$ cat config.mk
export PLATFORM = sky130hd
export DESIGN_NAME = iss_slave_ctrl
export DESIGN_NICKNAME = d
export VERILOG_FILES = /design/src/iss_pkg.sv /design/src/iss_slave_ctrl.sv /design/src/iss_pin_filter.sv
export SDC_FILE = /design/constraint.sdc
export NUM_CORES = 1
export LEC_CHECK = 0
export BUFFER_PORTS_ARGS = -buffer_cell sky130_fd_sc_hd__buf_2
export CAP_MARGIN = 20
export CORE_MARGIN = 1.5
export CORE_UTILIZATION = 31
export CTS_BUF_LIST = sky130_fd_sc_hd__clkbuf_16
export DETAILED_ROUTE_END_ITERATION = 7
export PLACE_DENSITY = 0.63
export SYNTH_ARGS = -nofsm -noshare
export SYNTH_HDL_FRONTEND = slang
export SYNTH_HIERARCHICAL = 1
export SYNTH_SLANG_ARGS = --single-unit
$ cat constraint.sdc
create_clock -name REF_CLK -period 2.35 [get_ports REF_CLK]
set_clock_uncertainty 0.05 [all_clocks]
set_input_delay 0.235 -clock REF_CLK [delete_from_list [all_inputs] [get_ports REF_CLK]]
set_output_delay 0.235 -clock REF_CLK [all_outputs]
set_load 0.02 [all_outputs]
$ cat src/iss_pkg.sv
// Overview of operation
// Done flag low while shifting; set with event pulse when 8 bits complete (for sent bytes the code sets it at the ninth-clock SCL rise).
// Match flag follows comparison of received address against own address.
// Busy flag set on START, cleared on STOP.
// Role select bit 1 selects transmitter, 0 selects receiver.
// After eight received bits, ack-to-send bit drives SDA in ninth clock.
// Ack-to-send 0 pulls SDA low; 1 leaves SDA released.
// Software clears ack-to-send before further data bytes arrive.
// Read-only direction flag: 1 master reads, 0 master writes.
// After match, software checks direction and sets role select.
// Wake enable set gives wake request on address match.
// Software clears wake enable after wake-up happened.
// After eight sent bits, ninth-clock SDA stored as received-ack (0 = ack).
// Transmitter continues while acked; releases SDA once no ack seen.
// Port enable rising resets status flags; role and ack bits kept.
// Debounce bypassed when wake enable set and clock not high-speed.
// Eighth bit after seven address bits stored as direction flag.
// On address match SDA driven low in ninth bit time.
// Writes to read-only flags ignored.
// Done flag cleared when first bit of next byte begins.
package iss_pkg;

  // ----------------------------------------
  // Register offsets
  // ----------------------------------------
  localparam logic [11:0] OFF_STATUS_CTRL = 12'h000;
  localparam logic [11:0] OFF_OWN_ADDR    = 12'h004;
  localparam logic [11:0] OFF_SHIFT_DATA  = 12'h008;
  localparam logic [11:0] OFF_PORT_CTRL   = 12'h00c;

  // ----------------------------------------
  // Field positions and reset values
  // ----------------------------------------
  localparam int          BIT_DONE    = 7;
  localparam int          BIT_MATCH   = 6;
  localparam int          BIT_BUSY    = 5;
  localparam int          BIT_TXROLE  = 4;
  localparam int          BIT_ACKSEND = 3;
  localparam int          BIT_DIR     = 2;
  localparam int          BIT_WAKEEN  = 1;
  localparam int          BIT_ACKRXN  = 0;
  localparam int          BIT_PORTEN  = 1;
  localparam int          POS_DEB     = 2;
  localparam logic [7:0]  SC_RESET    = 8'h81;
  localparam logic [6:0]  OWN_RESET   = 7'h00;

  // ----------------------------------------
  // Timing counts in system clocks and bits per byte
  // ----------------------------------------
  localparam logic [2:0]  DEB_SHORT   = 3'h2;
  localparam logic [2:0]  DEB_LONG    = 3'h4;
  localparam logic [3:0]  BYTE_BITS   = 4'h8;

  // ----------------------------------------
  // Types
  // ----------------------------------------
  typedef enum logic [3:0] {
    PH_IDLE, PH_ADDR, PH_ADDR_ACK, PH_RX, PH_RX_ACK,
    PH_TX, PH_TX_ACK, PH_HOLD, PH_SKIP
  } iss_phase_t;

  typedef struct packed {
    logic [1:0] sync;
    logic [2:0] cnt;
    logic       filt;
  } iss_filt_t;

  typedef struct packed {
    iss_phase_t  phase;
    logic [3:0]  bit_cnt;
    logic [7:0]  shift;
    logic        byte_done;
    logic        addr_match;
    logic        bus_busy;
    logic        tx_role;
    logic        ack_to_send;
    logic        master_dir;
    logic        wake_en;
    logic        ack_rx_n;
    logic [6:0]  own_addr;
    logic [1:0]  deb_sel;
    logic        port_en;
    logic        scl_d;
    logic        sda_d;
    logic        scl_oe;
    logic        sda_oe;
    logic        event_p;
    logic        wake_p;
    logic        pready;
    logic        pslverr;
    logic [31:0] prdata;
  } iss_regs_t;

  localparam iss_regs_t ISS_STATE_RST = '{
    phase:       PH_IDLE,
    byte_done:   SC_RESET[BIT_DONE],
    ack_rx_n:    SC_RESET[BIT_ACKRXN],
    own_addr:    OWN_RESET,
    scl_d:       1'b1,
    sda_d:       1'b1,
    default:     '0
  };

endpackage : iss_pkg

$ cat src/iss_slave_ctrl.sv
// Design decisions made here: the APB slave port and the placing of the registers.
`timescale 1ns/100ps
module iss_slave_ctrl
  import iss_pkg::*;
(
  // Clock and reset
  input  wire logic        REF_CLK,
  input  wire logic        NRST,
  // APB slave
  input  wire logic        PSEL,
  input  wire logic        PENABLE,
  input  wire logic        PWRITE,
  input  wire logic [11:0] PADDR,
  input  wire logic [31:0] PWDATA,
  output logic [31:0]      PRDATA,
  output logic             PREADY,
  output logic             PSLVERR,
  // I2C clock line
  input  wire logic        SCL_IN,
  output logic             SCL_OUT,
  output logic             SCL_OE,
  // I2C data line
  input  wire logic        SDA_IN,
  output logic             SDA_OUT,
  output logic             SDA_OE,
  // System
  input  wire logic        SYSCLK_FROM_HS,
  output logic             EVENT_PULSE,
  output logic             WAKE_REQ
);

  logic [1:0]  rst_sync_q;
  logic        rst_n;
  iss_regs_t   s_q;
  iss_regs_t   s_d;
  logic        scl_f;
  logic        sda_f;
  logic        bypass;
  logic        scl_rise;
  logic        scl_fall;
  logic        start_c;
  logic        stop_c;
  logic        acc_setup;
  logic        acc_done;
  logic        hit;
  logic [31:0] rd_word;

  // ----------------------------------------
  // Reset release
  // ----------------------------------------
  always_ff @(posedge REF_CLK or negedge NRST)
  begin
    if (!NRST)
      rst_sync_q <= 2'h0;
    else
      rst_sync_q <= {rst_sync_q[0], 1'b1};
  end

  assign rst_n = rst_sync_q[1];

  // ----------------------------------------
  // Line filters
  // ----------------------------------------
  assign bypass = s_q.wake_en & ~SYSCLK_FROM_HS;

  iss_pin_filter u_scl_filt (
    .clk     (REF_CLK),
    .rst_n   (rst_n),
    .pin     (SCL_IN),
    .deb_sel (s_q.deb_sel),
    .bypass  (bypass),
    .filt    (scl_f)
  );

  iss_pin_filter u_sda_filt (
    .clk     (REF_CLK),
    .rst_n   (rst_n),
    .pin     (SDA_IN),
    .deb_sel (s_q.deb_sel),
    .bypass  (bypass),
    .filt    (sda_f)
  );

  // ----------------------------------------
  // Bus conditions
  // ----------------------------------------
  assign scl_rise = scl_f & ~s_q.scl_d;
  assign scl_fall = ~scl_f & s_q.scl_d;
  assign start_c  = scl_f & s_q.scl_d & ~sda_f & s_q.sda_d;
  assign stop_c   = scl_f & s_q.scl_d & sda_f & ~s_q.sda_d;

  // ----------------------------------------
  // APB decode
  // ----------------------------------------
  assign acc_setup = PSEL & PENABLE & ~s_q.pready;
  assign acc_done  = PSEL & PENABLE & s_q.pready;

  always_comb
  begin
    hit     = 1'b1;
    rd_word = 32'h0;
    case (PADDR)
      OFF_STATUS_CTRL:
        rd_word[7:0] = {s_q.byte_done, s_q.addr_match, s_q.bus_busy, s_q.tx_role,
                        s_q.ack_to_send, s_q.master_dir, s_q.wake_en, s_q.ack_rx_n};
      OFF_OWN_ADDR:
        rd_word[7:0] = {s_q.own_addr, 1'b0};
      OFF_SHIFT_DATA:
        rd_word[7:0] = s_q.shift;
      OFF_PORT_CTRL:
        rd_word[7:0] = {4'h0, s_q.deb_sel, s_q.port_en, 1'b0};
      default:
        hit = 1'b0;
    endcase
  end

  // ----------------------------------------
  // Next state
  // ----------------------------------------
  always_comb
  begin
    s_d         = s_q;
    s_d.event_p = 1'b0;
    s_d.wake_p  = 1'b0;
    s_d.scl_d   = scl_f;
    s_d.sda_d   = sda_f;
    s_d.pready  = acc_setup;
    if (acc_setup)
    begin
      s_d.prdata  = rd_word;
      s_d.pslverr = ~hit;
    end

    // Register writes
    if (acc_done && PWRITE)
    begin
      case (PADDR)
        OFF_STATUS_CTRL:
        begin
          s_d.tx_role     = PWDATA[BIT_TXROLE];
          s_d.ack_to_send = PWDATA[BIT_ACKSEND];
          s_d.wake_en     = PWDATA[BIT_WAKEEN];
        end
        OFF_OWN_ADDR:
          s_d.own_addr = PWDATA[7:1];
        OFF_SHIFT_DATA:
        begin
          if (!(s_q.phase == PH_TX || s_q.phase == PH_TX_ACK))
            s_d.shift = PWDATA[7:0];
        end
        OFF_PORT_CTRL:
        begin
          s_d.deb_sel = PWDATA[POS_DEB+1:POS_DEB];
          s_d.port_en = PWDATA[BIT_PORTEN];
          if (PWDATA[BIT_PORTEN] && !s_q.port_en)
          begin
            s_d.byte_done  = SC_RESET[BIT_DONE];
            s_d.addr_match = SC_RESET[BIT_MATCH];
            s_d.bus_busy   = SC_RESET[BIT_BUSY];
            s_d.master_dir = SC_RESET[BIT_DIR];
            s_d.ack_rx_n   = SC_RESET[BIT_ACKRXN];
          end
        end
        default:
        begin
        end
      endcase
    end

    // Bus engine
    if (!s_q.port_en)
      s_d.phase = PH_IDLE;
    else if (start_c)
    begin
      s_d.bus_busy = 1'b1;
      s_d.phase    = PH_ADDR;
      s_d.bit_cnt  = 4'h0;
    end
    else if (stop_c)
    begin
      s_d.bus_busy = 1'b0;
      s_d.phase    = PH_IDLE;
    end
    else
    begin
      case (s_q.phase)
        PH_ADDR:
        begin
          if (scl_rise)
          begin
            s_d.shift   = {s_q.shift[6:0], sda_f};
            s_d.bit_cnt = 4'(s_q.bit_cnt + 4'h1);
            if (s_q.bit_cnt == 4'h0)
              s_d.byte_done = 1'b0;
            if (s_q.bit_cnt == BYTE_BITS - 4'h1)
            begin
              s_d.master_dir = sda_f;
              s_d.addr_match = (s_q.shift[6:0] == s_q.own_addr);
              s_d.byte_done  = 1'b1;
              if (s_q.shift[6:0] == s_q.own_addr)
              begin
                s_d.event_p = 1'b1;
                s_d.wake_p  = s_q.wake_en;
              end
            end
          end
          else if (scl_fall && s_q.bit_cnt == BYTE_BITS)
            s_d.phase = s_q.addr_match ? PH_ADDR_ACK : PH_SKIP;
        end
        PH_RX:
        begin
          if (scl_rise)
          begin
            s_d.shift   = {s_q.shift[6:0], sda_f};
            s_d.bit_cnt = 4'(s_q.bit_cnt + 4'h1);
            if (s_q.bit_cnt == 4'h0)
              s_d.byte_done = 1'b0;
            if (s_q.bit_cnt == BYTE_BITS - 4'h1)
            begin
              s_d.byte_done = 1'b1;
              s_d.event_p   = 1'b1;
            end
          end
          else if (scl_fall && s_q.bit_cnt == BYTE_BITS)
            s_d.phase = PH_RX_ACK;
        end
        PH_TX:
        begin
          if (scl_rise)
          begin
            s_d.bit_cnt = 4'(s_q.bit_cnt + 4'h1);
            if (s_q.bit_cnt == 4'h0)
              s_d.byte_done = 1'b0;
          end
          else if (scl_fall)
          begin
            s_d.shift = {s_q.shift[6:0], 1'b0};
            if (s_q.bit_cnt == BYTE_BITS)
              s_d.phase = PH_TX_ACK;
          end
        end
        PH_TX_ACK:
        begin
          if (scl_rise)
          begin
            s_d.ack_rx_n  = sda_f;
            s_d.byte_done = 1'b1;
            s_d.event_p   = 1'b1;
          end
          else if (scl_fall)
            s_d.phase = s_q.ack_rx_n ? PH_SKIP : PH_HOLD;
        end
        PH_ADDR_ACK, PH_RX_ACK:
        begin
          if (scl_fall)
            s_d.phase = PH_HOLD;
        end
        PH_HOLD:
        begin
          if (acc_done && PADDR == OFF_SHIFT_DATA)
          begin
            s_d.phase   = s_q.tx_role ? PH_TX : PH_RX;
            s_d.bit_cnt = 4'h0;
          end
        end
        default:
        begin
        end
      endcase
    end

    // Line drivers
    s_d.scl_oe = (s_d.phase == PH_HOLD);
    s_d.sda_oe = (s_d.phase == PH_ADDR_ACK)
               | ((s_d.phase == PH_RX_ACK) & ~s_q.ack_to_send)
               | ((s_d.phase == PH_TX) & ~s_d.shift[7]);
  end

  // ----------------------------------------
  // State register
  // ----------------------------------------
  always_ff @(posedge REF_CLK or negedge rst_n)
  begin
    if (!rst_n)
      s_q <= ISS_STATE_RST;
    else
      s_q <= s_d;
  end

  // ----------------------------------------
  // Outputs
  // ----------------------------------------
  assign PRDATA      = s_q.prdata;
  assign PREADY      = s_q.pready;
  assign PSLVERR     = s_q.pslverr;
  assign SCL_OUT     = 1'b0;
  assign SCL_OE      = s_q.scl_oe;
  assign SDA_OUT     = 1'b0;
  assign SDA_OE      = s_q.sda_oe;
  assign EVENT_PULSE = s_q.event_p;
  assign WAKE_REQ    = s_q.wake_p;

endmodule : iss_slave_ctrl

$ cat src/iss_pin_filter.sv
`timescale 1ns/100ps
module iss_pin_filter
  import iss_pkg::*;
(
  // Clock and reset
  input  wire logic       clk,
  input  wire logic       rst_n,
  // Pin and control
  input  wire logic       pin,
  input  wire logic [1:0] deb_sel,
  input  wire logic       bypass,
  // Filtered level
  output logic            filt
);

  iss_filt_t  f_q;
  iss_filt_t  f_d;
  logic [2:0] target;

  // ----------------------------------------
  // Synchroniser and debounce
  // ----------------------------------------
  always_comb
  begin
    f_d = f_q;
    f_d.sync = {f_q.sync[0], pin};
    target = (deb_sel == 2'h0) ? 3'h0 : (deb_sel == 2'h1) ? DEB_SHORT : DEB_LONG;
    if (bypass || target == 3'h0)
    begin
      f_d.filt = f_q.sync[1];
      f_d.cnt  = 3'h0;
    end
    else if (f_q.sync[1] == f_q.filt)
      f_d.cnt = 3'h0;
    else if (3'(f_q.cnt + 3'h1) >= target)
    begin
      f_d.filt = f_q.sync[1];
      f_d.cnt  = 3'h0;
    end
    else
      f_d.cnt = 3'(f_q.cnt + 3'h1);
  end

  always_ff @(posedge clk or negedge rst_n)
  begin
    if (!rst_n)
      f_q <= '{sync: 2'h3, cnt: 3'h0, filt: 1'b1};
    else
      f_q <= f_d;
  end

  assign filt = f_q.filt;

endmodule : iss_pin_filter

After elaboration in Yosys (flattened, before gate mapping) --
Cells that the tools add are included.
Operators by class: add/subtract/negate cells 3, magnitude comparators 2, equal/unequal tests 27, mux-type cells 86, bitwise operators 24, reductions and logical operators 22
Operators with widths (number):
- $mux 4 | 17
- $mux 8 | 6
- $eq 4x3->1 const B | 8
- $mux 1 | 32
- $pmux 8 s4 | 1
- $mux 3 | 10
- $mux 14 | 2
- $mux 26 | 1
- $eq 12x4->1 const B | 2
- $pmux 4 s6 | 1
- $pmux 8 s3 | 1
- $mux 2 | 8
- $pmux 4 s4 | 1
- $and 1x1->1 | 13
- $mux 13 | 1
- $eq 12x3->1 const B | 1
- $eq 4x2->1 const B | 3
- $logic_not 12->1 | 1
- $ne 3x3->1 const B | 4
- $mux 11 | 1
- $mux 10 | 1
- $reduce_and 2->1 | 5
- $not 1->1 | 9
- $eq 7x7->1 | 1
- other kinds (24) | 34
Word-level totals: flip-flop bits (word level) 64, output and inout port bits 40, logic and storage cells 194

Depth between registers and ports, before layout --
Gate-level depths: netlist (run 1).
depth in word-level cells 16, gate-level depth with buffers 9, gate-level depth less buffers 8

By module --
The synthesis (run 1) kept the hierarchy.
Modules (own cells, without submodules):
- iss_slave_ctrl | instances 1, cells an instance 337, area each 3215.6 µm², sequential area each 1306.3 µm²
- iss_pin_filter | instances 2, cells an instance 24, area each 307.8 µm², sequential area each 153.9 µm²

Worst setup path before layout (run 1) --
OpenSTA, ideal clock, no wires.
path type reg2reg, from reg u_scl_filt.f_q, in the netlist u_scl_filt/filt, to reg s_q, in the netlist SDA_OE, arrival time 1963 ps, required time 2208 ps, setup slack 245 ps, cell stages (with the launch flop) 9, path buffers 2, path through dfstp_2 -> clkbuf_2 -> nor2b_1 -> buf_2 -> a31oi_1 -> o22ai_1 -> a31o_2 -> or4_1 -> o31ai_2
RTL lines:
- from (decl) | RTL line iss_pin_filter.sv:16 | iss_filt_t f_q;
- from (signal assigned) | RTL line iss_pin_filter.sv:47 | f_q <= '{sync: 2'h3, cnt: 3'h0, filt: 1'b1};
- to (signal assigned) | RTL line iss_slave_ctrl.sv:285 | s_q <= ISS_STATE_RST;
- to (signal assigned) | RTL line iss_slave_ctrl.sv:287 | s_q <= s_d;
- to (decl) | RTL line iss_slave_ctrl.sv:34 | iss_regs_t s_q;

==> run_results.csv, run 1 <==
group,metric,value,unit
run_status,status,"complete, no violations",
run,cap_violations,0,
cells_and_area,drive_gt1_share,27.6,%
pwr,leakage,2.15,nW
sta,fmax,452,MHz
grt,antenna_found_initial,0,
placed_design,dpl_cell_area,4130,µm²
floorplan,core,12000,µm²
sta,maxSlewViolCount,0,
cells_and_area,multiInputGateArea,1930,µm²
placed_design,routabilityCongestion,0.831,
clocking,cts-root-buf,"clkbuf_16",
floorplan,initial_core_util,31.9,%
cells_and_area,num_antenna_cells,0,
min_path,hold_depth,3,
yosys,ys.flop_type,"dfrtp_1",
sta,slew_headroom,57.8,%
cells_and_area,fill_cells,1198,
setup_path,r2r_slack,0.14,ns
setup_path,required,2.54,ns
floorplan,dieArea,13000,µm²
yosys,syn-cell-area,3830,µm²
clocking,clockBufferDepth,2,
setup_path,reg2regPathDepth,6,
drt,viasPerCell,4.89,
sta,finalWorstSetupSlack,0.140,ns
yosys,synth_cells,385,
min_path,hold_class,"in2reg",
yosys,synth.distinct_cells,68,
yosys,ys_warn_count,6,
yosys,postSynth.asyncResetShare,100,%
clocking,clk_pin_slew,0.05,ns
clocking,cts_sinks,64,
setup_path,crit_path_start_kind,"flop",
drt,drtIter0Drc,208,
sta,finalHoldViolCount,0,
pwr,power_per_cell_area,841,nW/µm²
floorplan,num_rows,40,
clocking,insertion_delay,0.33,ns
cells_and_area,seq_area,1620,µm²
setup_path,crit_fanout,8,
placed_design,post-dp-hpwl,6120,µm
drt,wire_per_inst,14.1,µm
cells_and_area,nets,493,
clocking,tritoncts,"built",
sta,min_period_over_period,94.1,%
cells_and_area,final_util,37.6,%
grt,grt_remaining_overflow,0,
grt,grt_pass1_vias,2773,
grt,grt_util_all_layers,13.9,%
floorplan,dieHeight,114,µm
cells_and_area,stdcell_area,4510,µm²
pwr,power.total,0.00379,W
sta,fin_crit,2.21,ns
floorplan,die_w,114,µm
yosys,synth_most_common_cell,"dfrtp_1",
clocking,cts.htree.levels,3,
yosys,yosysSeqAreaShare,42.1,%
setup_path,startpoint,"s_q[39]",
grt,grt_pass1_wl,14000,µm
drt,drc,0,
floorplan,io_pins,92,
yosys,synth.avg_cell_area,9.95,µm²
min_path,hp-start,"PWDATA[2]",
placed_design,pre_cts_slack,0.117,ns
setup_path,critical_path_class,"reg2reg",
sta,finalSetupViolations,0,
yosys,synthTopCellsByArea,"dfrtp_1 35%, buf_4 6.9%, dfstp_2 6.9%",
pwr,peakVddDrop,504,µV
cells_and_area,area_growth,17.7,%
grt,grt_max_degree,63,
yosys,yosys-top-cells-count,"54 x dfrtp_1, 40 x nand2_1, 35 x buf_4, 25 x nor2_1, 17 x inv_1",
drt,first_pass_iters,4,
drt,ant_nets,0,
drt,vias,2863,
setup_path,arrival,2.40,ns
sta,worst_pin_slew,0.627,ns
yosys,synth_top_area_share,35.3,%
placed_design,io_buffers,41,
yosys,yosysTopAreaCell,"dfrtp_1",
clocking,numCtsBuffers,9,
setup_path,r2r_start,"s_q[39]",
yosys,synth_edf_count,0,
yosys,ys_seq_elements,64,
setup_path,cp-end-kind,"flop",
drt,wl,8270,µm
==> report_power, final <==
| group | internal (W) | switching (W) | total, W |
|---|---|---|---|
| Combinational | 0.000376 | 0.000452 | 0.000828 |
| Sequential | 0.00124 | 0.000194 | 0.00143 |
| Clock | 0.00104 | 0.000497 | 0.00153 |
==> registers in the layout, summed over array words and instances (netlist names) <==
register / flops
SCL_OE: 1
u_scl_filt/f_q: 4
u_sda_filt/f_d: 1
u_sda_filt/filt: 1
s_q: 36
rst_sync_q: 2
u_scl_filt/filt: 1
PSLVERR: 1
u_scl_filt/f_d: 1
EVENT_PULSE: 1
SDA_OE: 1
PRDATA: 8
PREADY: 1
WAKE_REQ: 1
u_sda_filt/f_q: 4
==> worst paths after layout <==
| path | end |
|---|---|
| worst max-delay path | SDA_OE |
| worst min-delay path | s_q[41] |
| worst max register to register | SDA_OE |
| worst min register to register | u_sda_filt/f_q[2] |
| max in group asynchronous | s_q[50] |
| min in group asynchronous | rst_sync_q[1] |
==> routing by layer <==
layer	GRT usage, %	routed length, µm	up-vias
met1	18.8	3920	1373
met2	21.2	3770	88
met4	4.17	55	0
met3	4.50	528	4
met5	0	0	-
li1	-	-	1398
==> layout by cell type, fill, tap and decap left out, drive strengths merged, types with 3 or more instances in the layout <==
| master | netlist | layout |
|---|---|---|
| a21o | 3 | 3 |
| nor4 | 5 | 5 |
| a31oi | 6 | 6 |
| o211ai | 4 | 4 |
| and4 | 4 | 4 |
| nor2b | 12 | 12 |
| clkinv | 2 | 5 |
| dfrtp | 54 | 54 |
| nand3 | 13 | 13 |
| nor3 | 5 | 5 |
| nand4 | 4 | 4 |
| a311oi | 3 | 3 |
| nand2 | 40 | 40 |
| a21boi | 4 | 4 |
| nand3b | 3 | 3 |
| mux4 | 3 | 3 |
| or2 | 3 | 3 |
| o31ai | 6 | 6 |
| dfstp | 10 | 10 |
| clkbuf | 6 | 9 |
| conb | 2 | 27 |
| ha | 8 | 8 |
| buf | 42 | 57 |
| inv | 17 | 17 |
| bufinv | 0 | 3 |
| dlygate4sd3 | 0 | 3 |
| nor2 | 28 | 28 |
| mux2i | 14 | 14 |
| xnor2 | 8 | 8 |
| or3 | 3 | 3 |
| nand2b | 3 | 3 |
| xor2 | 5 | 5 |
| mux2 | 13 | 13 |
| o21ai | 18 | 18 |
| a21oi | 6 | 6 |
==> cell families after synthesis <==
family | share of synthesized area [%]
xor+xnor | 2.97
simple gates | 19.2
fa+ha+maj | 2.61
other cells | 0.196
buf+inv | 10.2
mux | 9.54
compound gates | 13.1
flops | 42.1
==> stage by stage <==
step,hold slack [ns],setup TNS (ns),std cells
after floorplan,-0.111,0,410
after global placement,-0.0305,0,566
after detailed placement,-0.0274,0,566
after CTS,0.0891,0,585
after global routing,0.0984,-0.0290,585
final,0.0967,0,585
==> worst max-delay path, stage by stage, from the launching register on <==
cell and delay, ns:
dfstp_2 0.60, nor2b_1 0.34, mux2i_1 0.25, a21o_1 0.15, a311oi_2 0.10, or4_1 0.56
o31ai_2 0.07
==> layout make-up <==
type	count	share of cell area (%)
clock inverters	7	2.66
multi-input cells	279	42.7
inverters	19	1.58
flip-flops and latches	64	35.8
clock buffers	9	4.99
repair buffers	60	8.16
well taps	147	4.08
==> timing repair <==
item / 4_1_cts / 5_1_grt
hold endpoints to repair: 4 / 0
endpoints found under the setup margin: 0 / 1
resized for setup: 0 / 2
setup buffers: 0 / 0
hold buffers: 3 / 0
Power figures use the tool's default switching activity.
==> run 2, diff against run 1 <==
SYNTH_HIERARCHICAL = default   (was 1)
==> run_results.csv, run 2 <==
group,metric,value,unit
run_status,status,"finished with violations",
run_status,violations,"design-rule violations",
setup_path,cp-end-kind,"flop",
cells_and_area,fill_cells,1167,
drt,drc,20,
drt,wl,8330,µm
cells_and_area,stdcell_area,4310,µm²
placed_design,dpl_cell_area,3950,µm²
cells_and_area,drive_gt1_share,25.7,%
sta,fin_crit,2.22,ns
yosys,synth.avg_cell_area,9.86,µm²
yosys,synth_cells,373,
sta,finalHoldViolCount,0,
yosys,syn-cell-area,3680,µm²
grt,grt_max_degree,63,
setup_path,slowest_stage,"or4b_1",
pwr,power.share.clock,33.4,%
grt,grt_pass1_wl,14000,µm
floorplan,die_w,112,µm
cells_and_area,finalNonFillerCells,575,
pwr,swShare,32.6,%
clocking,cts.htree.levels,3,
setup_path,cp_top_family,"simple AND/OR/NAND/NOR gates",
yosys,yosysSeqAreaShare,43.9,%
setup_path,crit_path_start_kind,"flop",
yosys,synth.distinct_cells,62,
cells_and_area,nets,488,
cells_and_area,area_growth,17.3,%
grt,grt_util_all_layers,14.2,%
grt,antenna_found_initial,0,
sta,hold_ws,0.107,ns
setup_path,critical_path_class,"reg2reg",
clocking,tritoncts,"built",
floorplan,dieHeight,112,µm
pwr,power_frac_comb,27.0,%
floorplan,dieArea,12500,µm²
drt,first_pass_iters,6,
min_path,hold_class,"in2reg",
yosys,synth_edf_count,0,
setup_path,path_cells,"inv_1 -> ha_2 -> and4bb_2 -> o2111ai_2 -> a211oi_2 -> and3b_2 -> or4b_1 -> o31ai_1",
yosys,ys_seq_elements,64,
drt,vias,2867,
floorplan,initial_core_util,31.9,%
setup_path,crit_fanout,5,
grt,grt_pass1_vias,2782,
pwr,power.switching,0.00122,W
sta,fmax,450,MHz
yosys,postSynth.asyncResetShare,100,%
grt,grt_remaining_overflow,0,
cells_and_area,num_antenna_cells,0,
drt,ant_nets,0,
setup_path,critPathBufInv,1,
sta,worst_pin_slew,0.789,ns
sta,min_period_over_period,94.6,%
sta,maxSlewViolCount,0,
cells_and_area,largest_reg_flops,36,
clocking,numCtsBuffers,9,
cells_and_area,mostFrequentLayoutCells,"52 x dfrtp_1, 42 x nand2_1, 41 x buf_2",
drt,drtIter0Drc,197,
run,cap_violations,0,
placed_design,io_buffers,41,
yosys,synth_most_common_cell,"dfrtp_1",
setup_path,required,2.53,ns
clocking,clk_pin_slew,0.05,ns
setup_path,arrival,2.40,ns
pwr,power.total,0.00374,W
cells_and_area,seq_area,1620,µm²
yosys,yosys-top-cells-count,"54 x dfrtp_1, 42 x nand2_1, 35 x buf_4, 27 x o21ai_0, 18 x nor2_1",
clocking,cts-root-buf,"clkbuf_16",
clocking,insertion_delay,0.33,ns
placed_design,post-dp-hpwl,6190,µm
placed_design,routabilityCongestion,0.853,
yosys,synth_top_area_share,36.7,%
cells_and_area,largest-register,"s_q",
cells_and_area,multiInputGateArea,1790,µm²
clocking,clockBufferDepth,2,
sta,slew_headroom,47.4,%
yosys,ys.flop_type,"dfrtp_1",
cells_and_area,final_util,37.5,%
pwr,peakVddDrop,482,µV
drt,viasPerCell,4.99,
drt,wire_per_inst,14.5,µm
sta,rsz0062_at_grt,"yes",
pwr,leakage,2.06,nW
sta,finalSetupViolations,0,
pwr,intPower,0.00252,W
pwr,seq_power_share,39.6,%
setup_path,cpPeakStageDelay,0.46,ns
yosys,ys_warn_count,0,
pwr,power_per_cell_area,868,nW/µm²
placed_design,placed_cells,552,
cells_and_area,final_common_cell,"dfrtp_1",
floorplan,io_pins,92,
floorplan,num_rows,39,
floorplan,core,11500,µm²
clocking,cts_sinks,64,
yosys,yosysTopAreaCell,"dfrtp_1",
yosys,synthTopCellsByArea,"dfrtp_1 37%, buf_4 7.1%, dfstp_2 7.1%",
==> run 2: cell types whose count changed after synthesis, sizes merged, moves of 3 or more <==
cell / previous run / this run
a211oi: 0 / 4
o211ai: 4 / 1
xor2: 5 / 12
nor2b: 12 / 3
mux2: 13 / 10
and4: 4 / 1
xnor2: 8 / 1
and3: 2 / 6
o22ai: 1 / 4
nor2: 28 / 18
a21boi: 4 / 0
o21ai: 18 / 28
a21oi: 6 / 12
==> run 2: repair_timing <==
item | in CTS | in global routing
gates resized for setup | 0 | 6
setup buffers | 0 | 5
hold buffers | 3 | 0
setup endpoints to repair | 0 | 1
hold endpoints to repair | 4 | 0
==> run 2: per-layer routing <==
metal	share of wire (%)	GRT usage, %
met4	1.6	4.64
met2	46	21.9
met3	6.6	4.90
met1	46	18.7
met5	0	0
==> run 2: per-stage QoR <==
stage,TNS (ns),worst slack [ns]
final,0,0.128
after global routing,-0.00138,-0.00138
after CTS,0,0.0620
after detailed placement,0,0.0775
after global placement,0,0.108
after floorplan,0,0.235
==> run 2: final timing paths <==
kind | start | end | slack [ns] | cells after the start
worst max-delay path | s_q[66] | SDA_OE | 0.13 | 8
worst min-delay path | PWDATA[4] | s_q[54] | 0.11 | 3
worst max register to register | s_q[66] | SDA_OE | 0.13 | 8
worst min register to register | rst_sync_q[0] | rst_sync_q[1] | 0.30 | 0
max in group asynchronous | rst_sync_q[1] | s_q[71] | 1.32 | 1
min in group asynchronous | NRST | rst_sync_q[0] | 0.17 | 2
==> run 2: final cells by class <==
type                       count  area share (%)
multi-input combinational    273            41.5
sequential                    64            37.5
timing repair buffer          65            9.11
clock buffer                   9            5.22
tap                          143            4.15
inverter                      15            1.31
clock inverter                 6            1.22
==> run 2: kinds of logic (layout without fill, tap and decap cells) <==
family	Yosys count	after routing	synth area share, %
AO/OA/AOI/OAI	73	73	12.4
XOR/XNOR	13	13	3.10
adder cells (fa/ha/maj)	8	8	2.72
buffers and inverters	61	95	10.3
flip-flops	64	64	43.9
multiplexers	27	27	8.71
other	2	27	0.204
AND/OR/NAND/NOR	125	125	18.7
==> run 2: power groups by stage <==
stage / clock network (W) / registers, W / logic [W]
2_1_floorplan: 0 / 0.00143 / 0.000770
3_3_place_gp: 0 / 0.00149 / 0.000950
3_5_place_dp: 0 / 0.00149 / 0.000964
4_1_cts: 0.00129 / 0.00148 / 0.000974
5_1_grt: 0.00135 / 0.00151 / 0.00115
6_report: 0.00125 / 0.00148 / 0.00101
==> run 2: worst register-to-register path: stages (launching register included) <==
cell and delay, ns:
dfrtp_1 0.41, inv_1 0.08, ha_2 0.18, and4bb_2 0.27
o2111ai_2 0.13, a211oi_2 0.23, and3b_2 0.24, or4b_1 0.46
o31ai_1 0.08
==> run 3, diff against run 2 <==
CTS_BUF_LIST = default   (was sky130_fd_sc_hd__clkbuf_16)
==> run_results.csv, run 3 (synthesis gave the netlist of run 2 again) <==
group,metric,value,unit
cells_and_area,drive_gt1_share,25.9,%
drt,wl,8280,µm
cells_and_area,num_antenna_cells,0,
setup_path,r2r_slack,0.13,ns
clocking,clockBufferDepth,2,
placed_design,post-dp-hpwl,6190,µm
setup_path,endpoint,"SDA_OE",
setup_path,slowest_stage,"or4b_1",
grt,antenna_found_initial,0,
pwr,power_per_cell_area,875,nW/µm²
setup_path,crit_path_start_kind,"flop",
pwr,peakVddDrop,443,µV
clocking,numCtsBuffers,9,
floorplan,dieArea,12500,µm²
clocking,cts.htree.levels,3,
floorplan,initial_core_util,31.9,%
floorplan,io_pins,92,
clocking,clk_pin_slew,0.05,ns
run_status,violations,"design-rule violations",
floorplan,die_w,112,µm
setup_path,required,2.53,ns
cells_and_area,largest-register,"s_q",
floorplan,core,11500,µm²
cells_and_area,largest_reg_flops,36,
pwr,intPower,0.00256,W
pwr,seq_power_share,39.2,%
setup_path,critical_path_class,"reg2reg",
pwr,swShare,32.3,%
pwr,power_frac_comb,26.8,%
placed_design,io_buffers,41,
drt,drc,20,
placed_design,dpl_cell_area,3950,µm²
cells_and_area,seq_area,1620,µm²
clocking,cts-root-buf,"clkbuf_16",
drt,ant_nets,0,
sta,finalSetupViolations,0,
sta,hold_ws,0.108,ns
placed_design,routabilityCongestion,0.853,
sta,worst_pin_slew,0.786,ns
grt,grt_max_degree,63,
sta,slew_headroom,47.6,%
clocking,insertion_delay,0.33,ns
run_status,status,"finished with violations",
cells_and_area,fill_cells,1166,
cells_and_area,area_growth,17.6,%
cells_and_area,mostFrequentLayoutCells,"52 x dfrtp_1, 42 x nand2_1, 41 x buf_2",
drt,vias,2839,
pwr,leakage,2.06,nW
sta,fmax,450,MHz
setup_path,crit_fanout,5,
sta,fin_crit,2.22,ns
floorplan,dieHeight,112,µm
sta,rsz0062_at_grt,"yes",
setup_path,reg2regPathDepth,8,
cells_and_area,final_common_cell,"dfrtp_1",
setup_path,cpPeakStageDelay,0.46,ns
sta,finalHoldViolCount,0,
grt,grt_remaining_overflow,0,
pwr,power.share.clock,34.1,%
drt,drtIter0Drc,229,
clocking,tritoncts,"built",
grt,grt_pass1_vias,2778,
min_path,hold_class,"in2reg",
cells_and_area,nets,488,
grt,grt_pass1_wl,13900,µm
setup_path,startpoint,"s_q[66]",
pwr,power.switching,0.00122,W
cells_and_area,stdcell_area,4320,µm²
drt,viasPerCell,4.94,
setup_path,r2r_start,"s_q[66]",
setup_path,path_cells,"inv_1 -> ha_2 -> and4bb_2 -> o2111ai_2 -> a211oi_2 -> and3b_2 -> or4b_1 -> o31ai_1",
setup_path,r2r_end,"SDA_OE",
cells_and_area,multiInputGateArea,1790,µm²
grt,grt_util_all_layers,14.1,%
setup_path,cp-end-kind,"flop",
run,cap_violations,0,
sta,maxSlewViolCount,0,
clocking,cts_sinks,64,
drt,first_pass_iters,6,
sta,min_period_over_period,94.6,%
drt,wire_per_inst,14.4,µm
floorplan,num_rows,39,
setup_path,arrival,2.40,ns
run 3: cell types whose count changed in the layout (fill, tap and decap cells not counted):
| cell | change |
|---|---|
| clkbuf_1 | +1 |
| clkinv_1 | -1 |
| inv_1 | -1 |
| clkbuf_8 | +1 |
run 3: cell type report:
cell class	count	area share, %
Clock buffer	11	5.61
Clock inverter	4	1.04
Inverter	15	1.30
Multi-Input combinational cell	273	41.4
Sequential cell	64	37.4
Tap cell	143	4.14
Timing Repair Buffer	65	9.09
run 3: stage by stage:
| stage | worst slack, ns | std cells | total power, W | setup TNS [ns] | util, % |
|---|---|---|---|---|---|
| finish | 0.128 | 575 | 0.00378 | 0 | 37.5 |
| global route | -0.00147 | 575 | 0.00404 | -0.00147 | 37.5 |
| CTS | 0.0617 | 570 | 0.00378 | 0 | 37.1 |
| detailed placement | 0.0775 | 552 | 0.00246 | 0 | 34.3 |
| global placement | 0.108 | 552 | 0.00244 | 0 | 34.3 |
| floorplan | 0.235 | 398 | 0.00220 | 0 | - |
run 3: per-layer routing:
layer | wire length [µm] | vias to the layer above | GRT usage [%]
met5 | 0 | - | 0
met4 | 109 | 0 | 4.64
met3 | 553 | 12 | 4.90
met2 | 3790 | 87 | 21.7
met1 | 3820 | 1370 | 18.8
li1 | - | 1370 | -
run 3: how the worst min path moves through the flow:
| stage | from | to | slack (ns) | cells after the start |
|---|---|---|---|---|
| floorplan | NRST | rst_sync_q[0] | -0.11 | 0 |
| global placement | NRST | rst_sync_q[0] | -0.03 | 1 |
| detailed placement | NRST | rst_sync_q[0] | -0.03 | 1 |
| CTS | PWDATA[4] | s_q[54] | 0.1 | 3 |
| global route | PWDATA[7] | s_q[49] | 0.11 | 2 |
| finish | PWDATA[4] | s_q[54] | 0.11 | 3 |
run 3: critical path: cells and delay by family (launching register included):
family          cells  cell delay (ns)
fa+ha+maj           1             0.18
compound gates      3             0.44
flops               1             0.41
buf+inv             1             0.08
simple gates        3             0.97
run 3: power groups by stage:
stage	logic [W]	clock network, W	registers (W)
4_1_cts	0.000974	0.00133	0.00148
5_1_grt	0.00115	0.00139	0.00151
6_report	0.00101	0.00129	0.00148
3_5_place_dp	0.000964	0	0.00149
2_1_floorplan	0.000770	0	0.00143
3_3_place_gp	0.000950	0	0.00149
run 3: what timing repair did:
| item | in CTS | in global routing |
|---|---|---|
| endpoints found under the hold margin | 4 | 0 |
| hold buffers | 3 | 0 |
| setup endpoints to repair | 0 | 1 |
| gates resized for setup | 0 | 6 |
| buffers inserted | 0 | 5 |
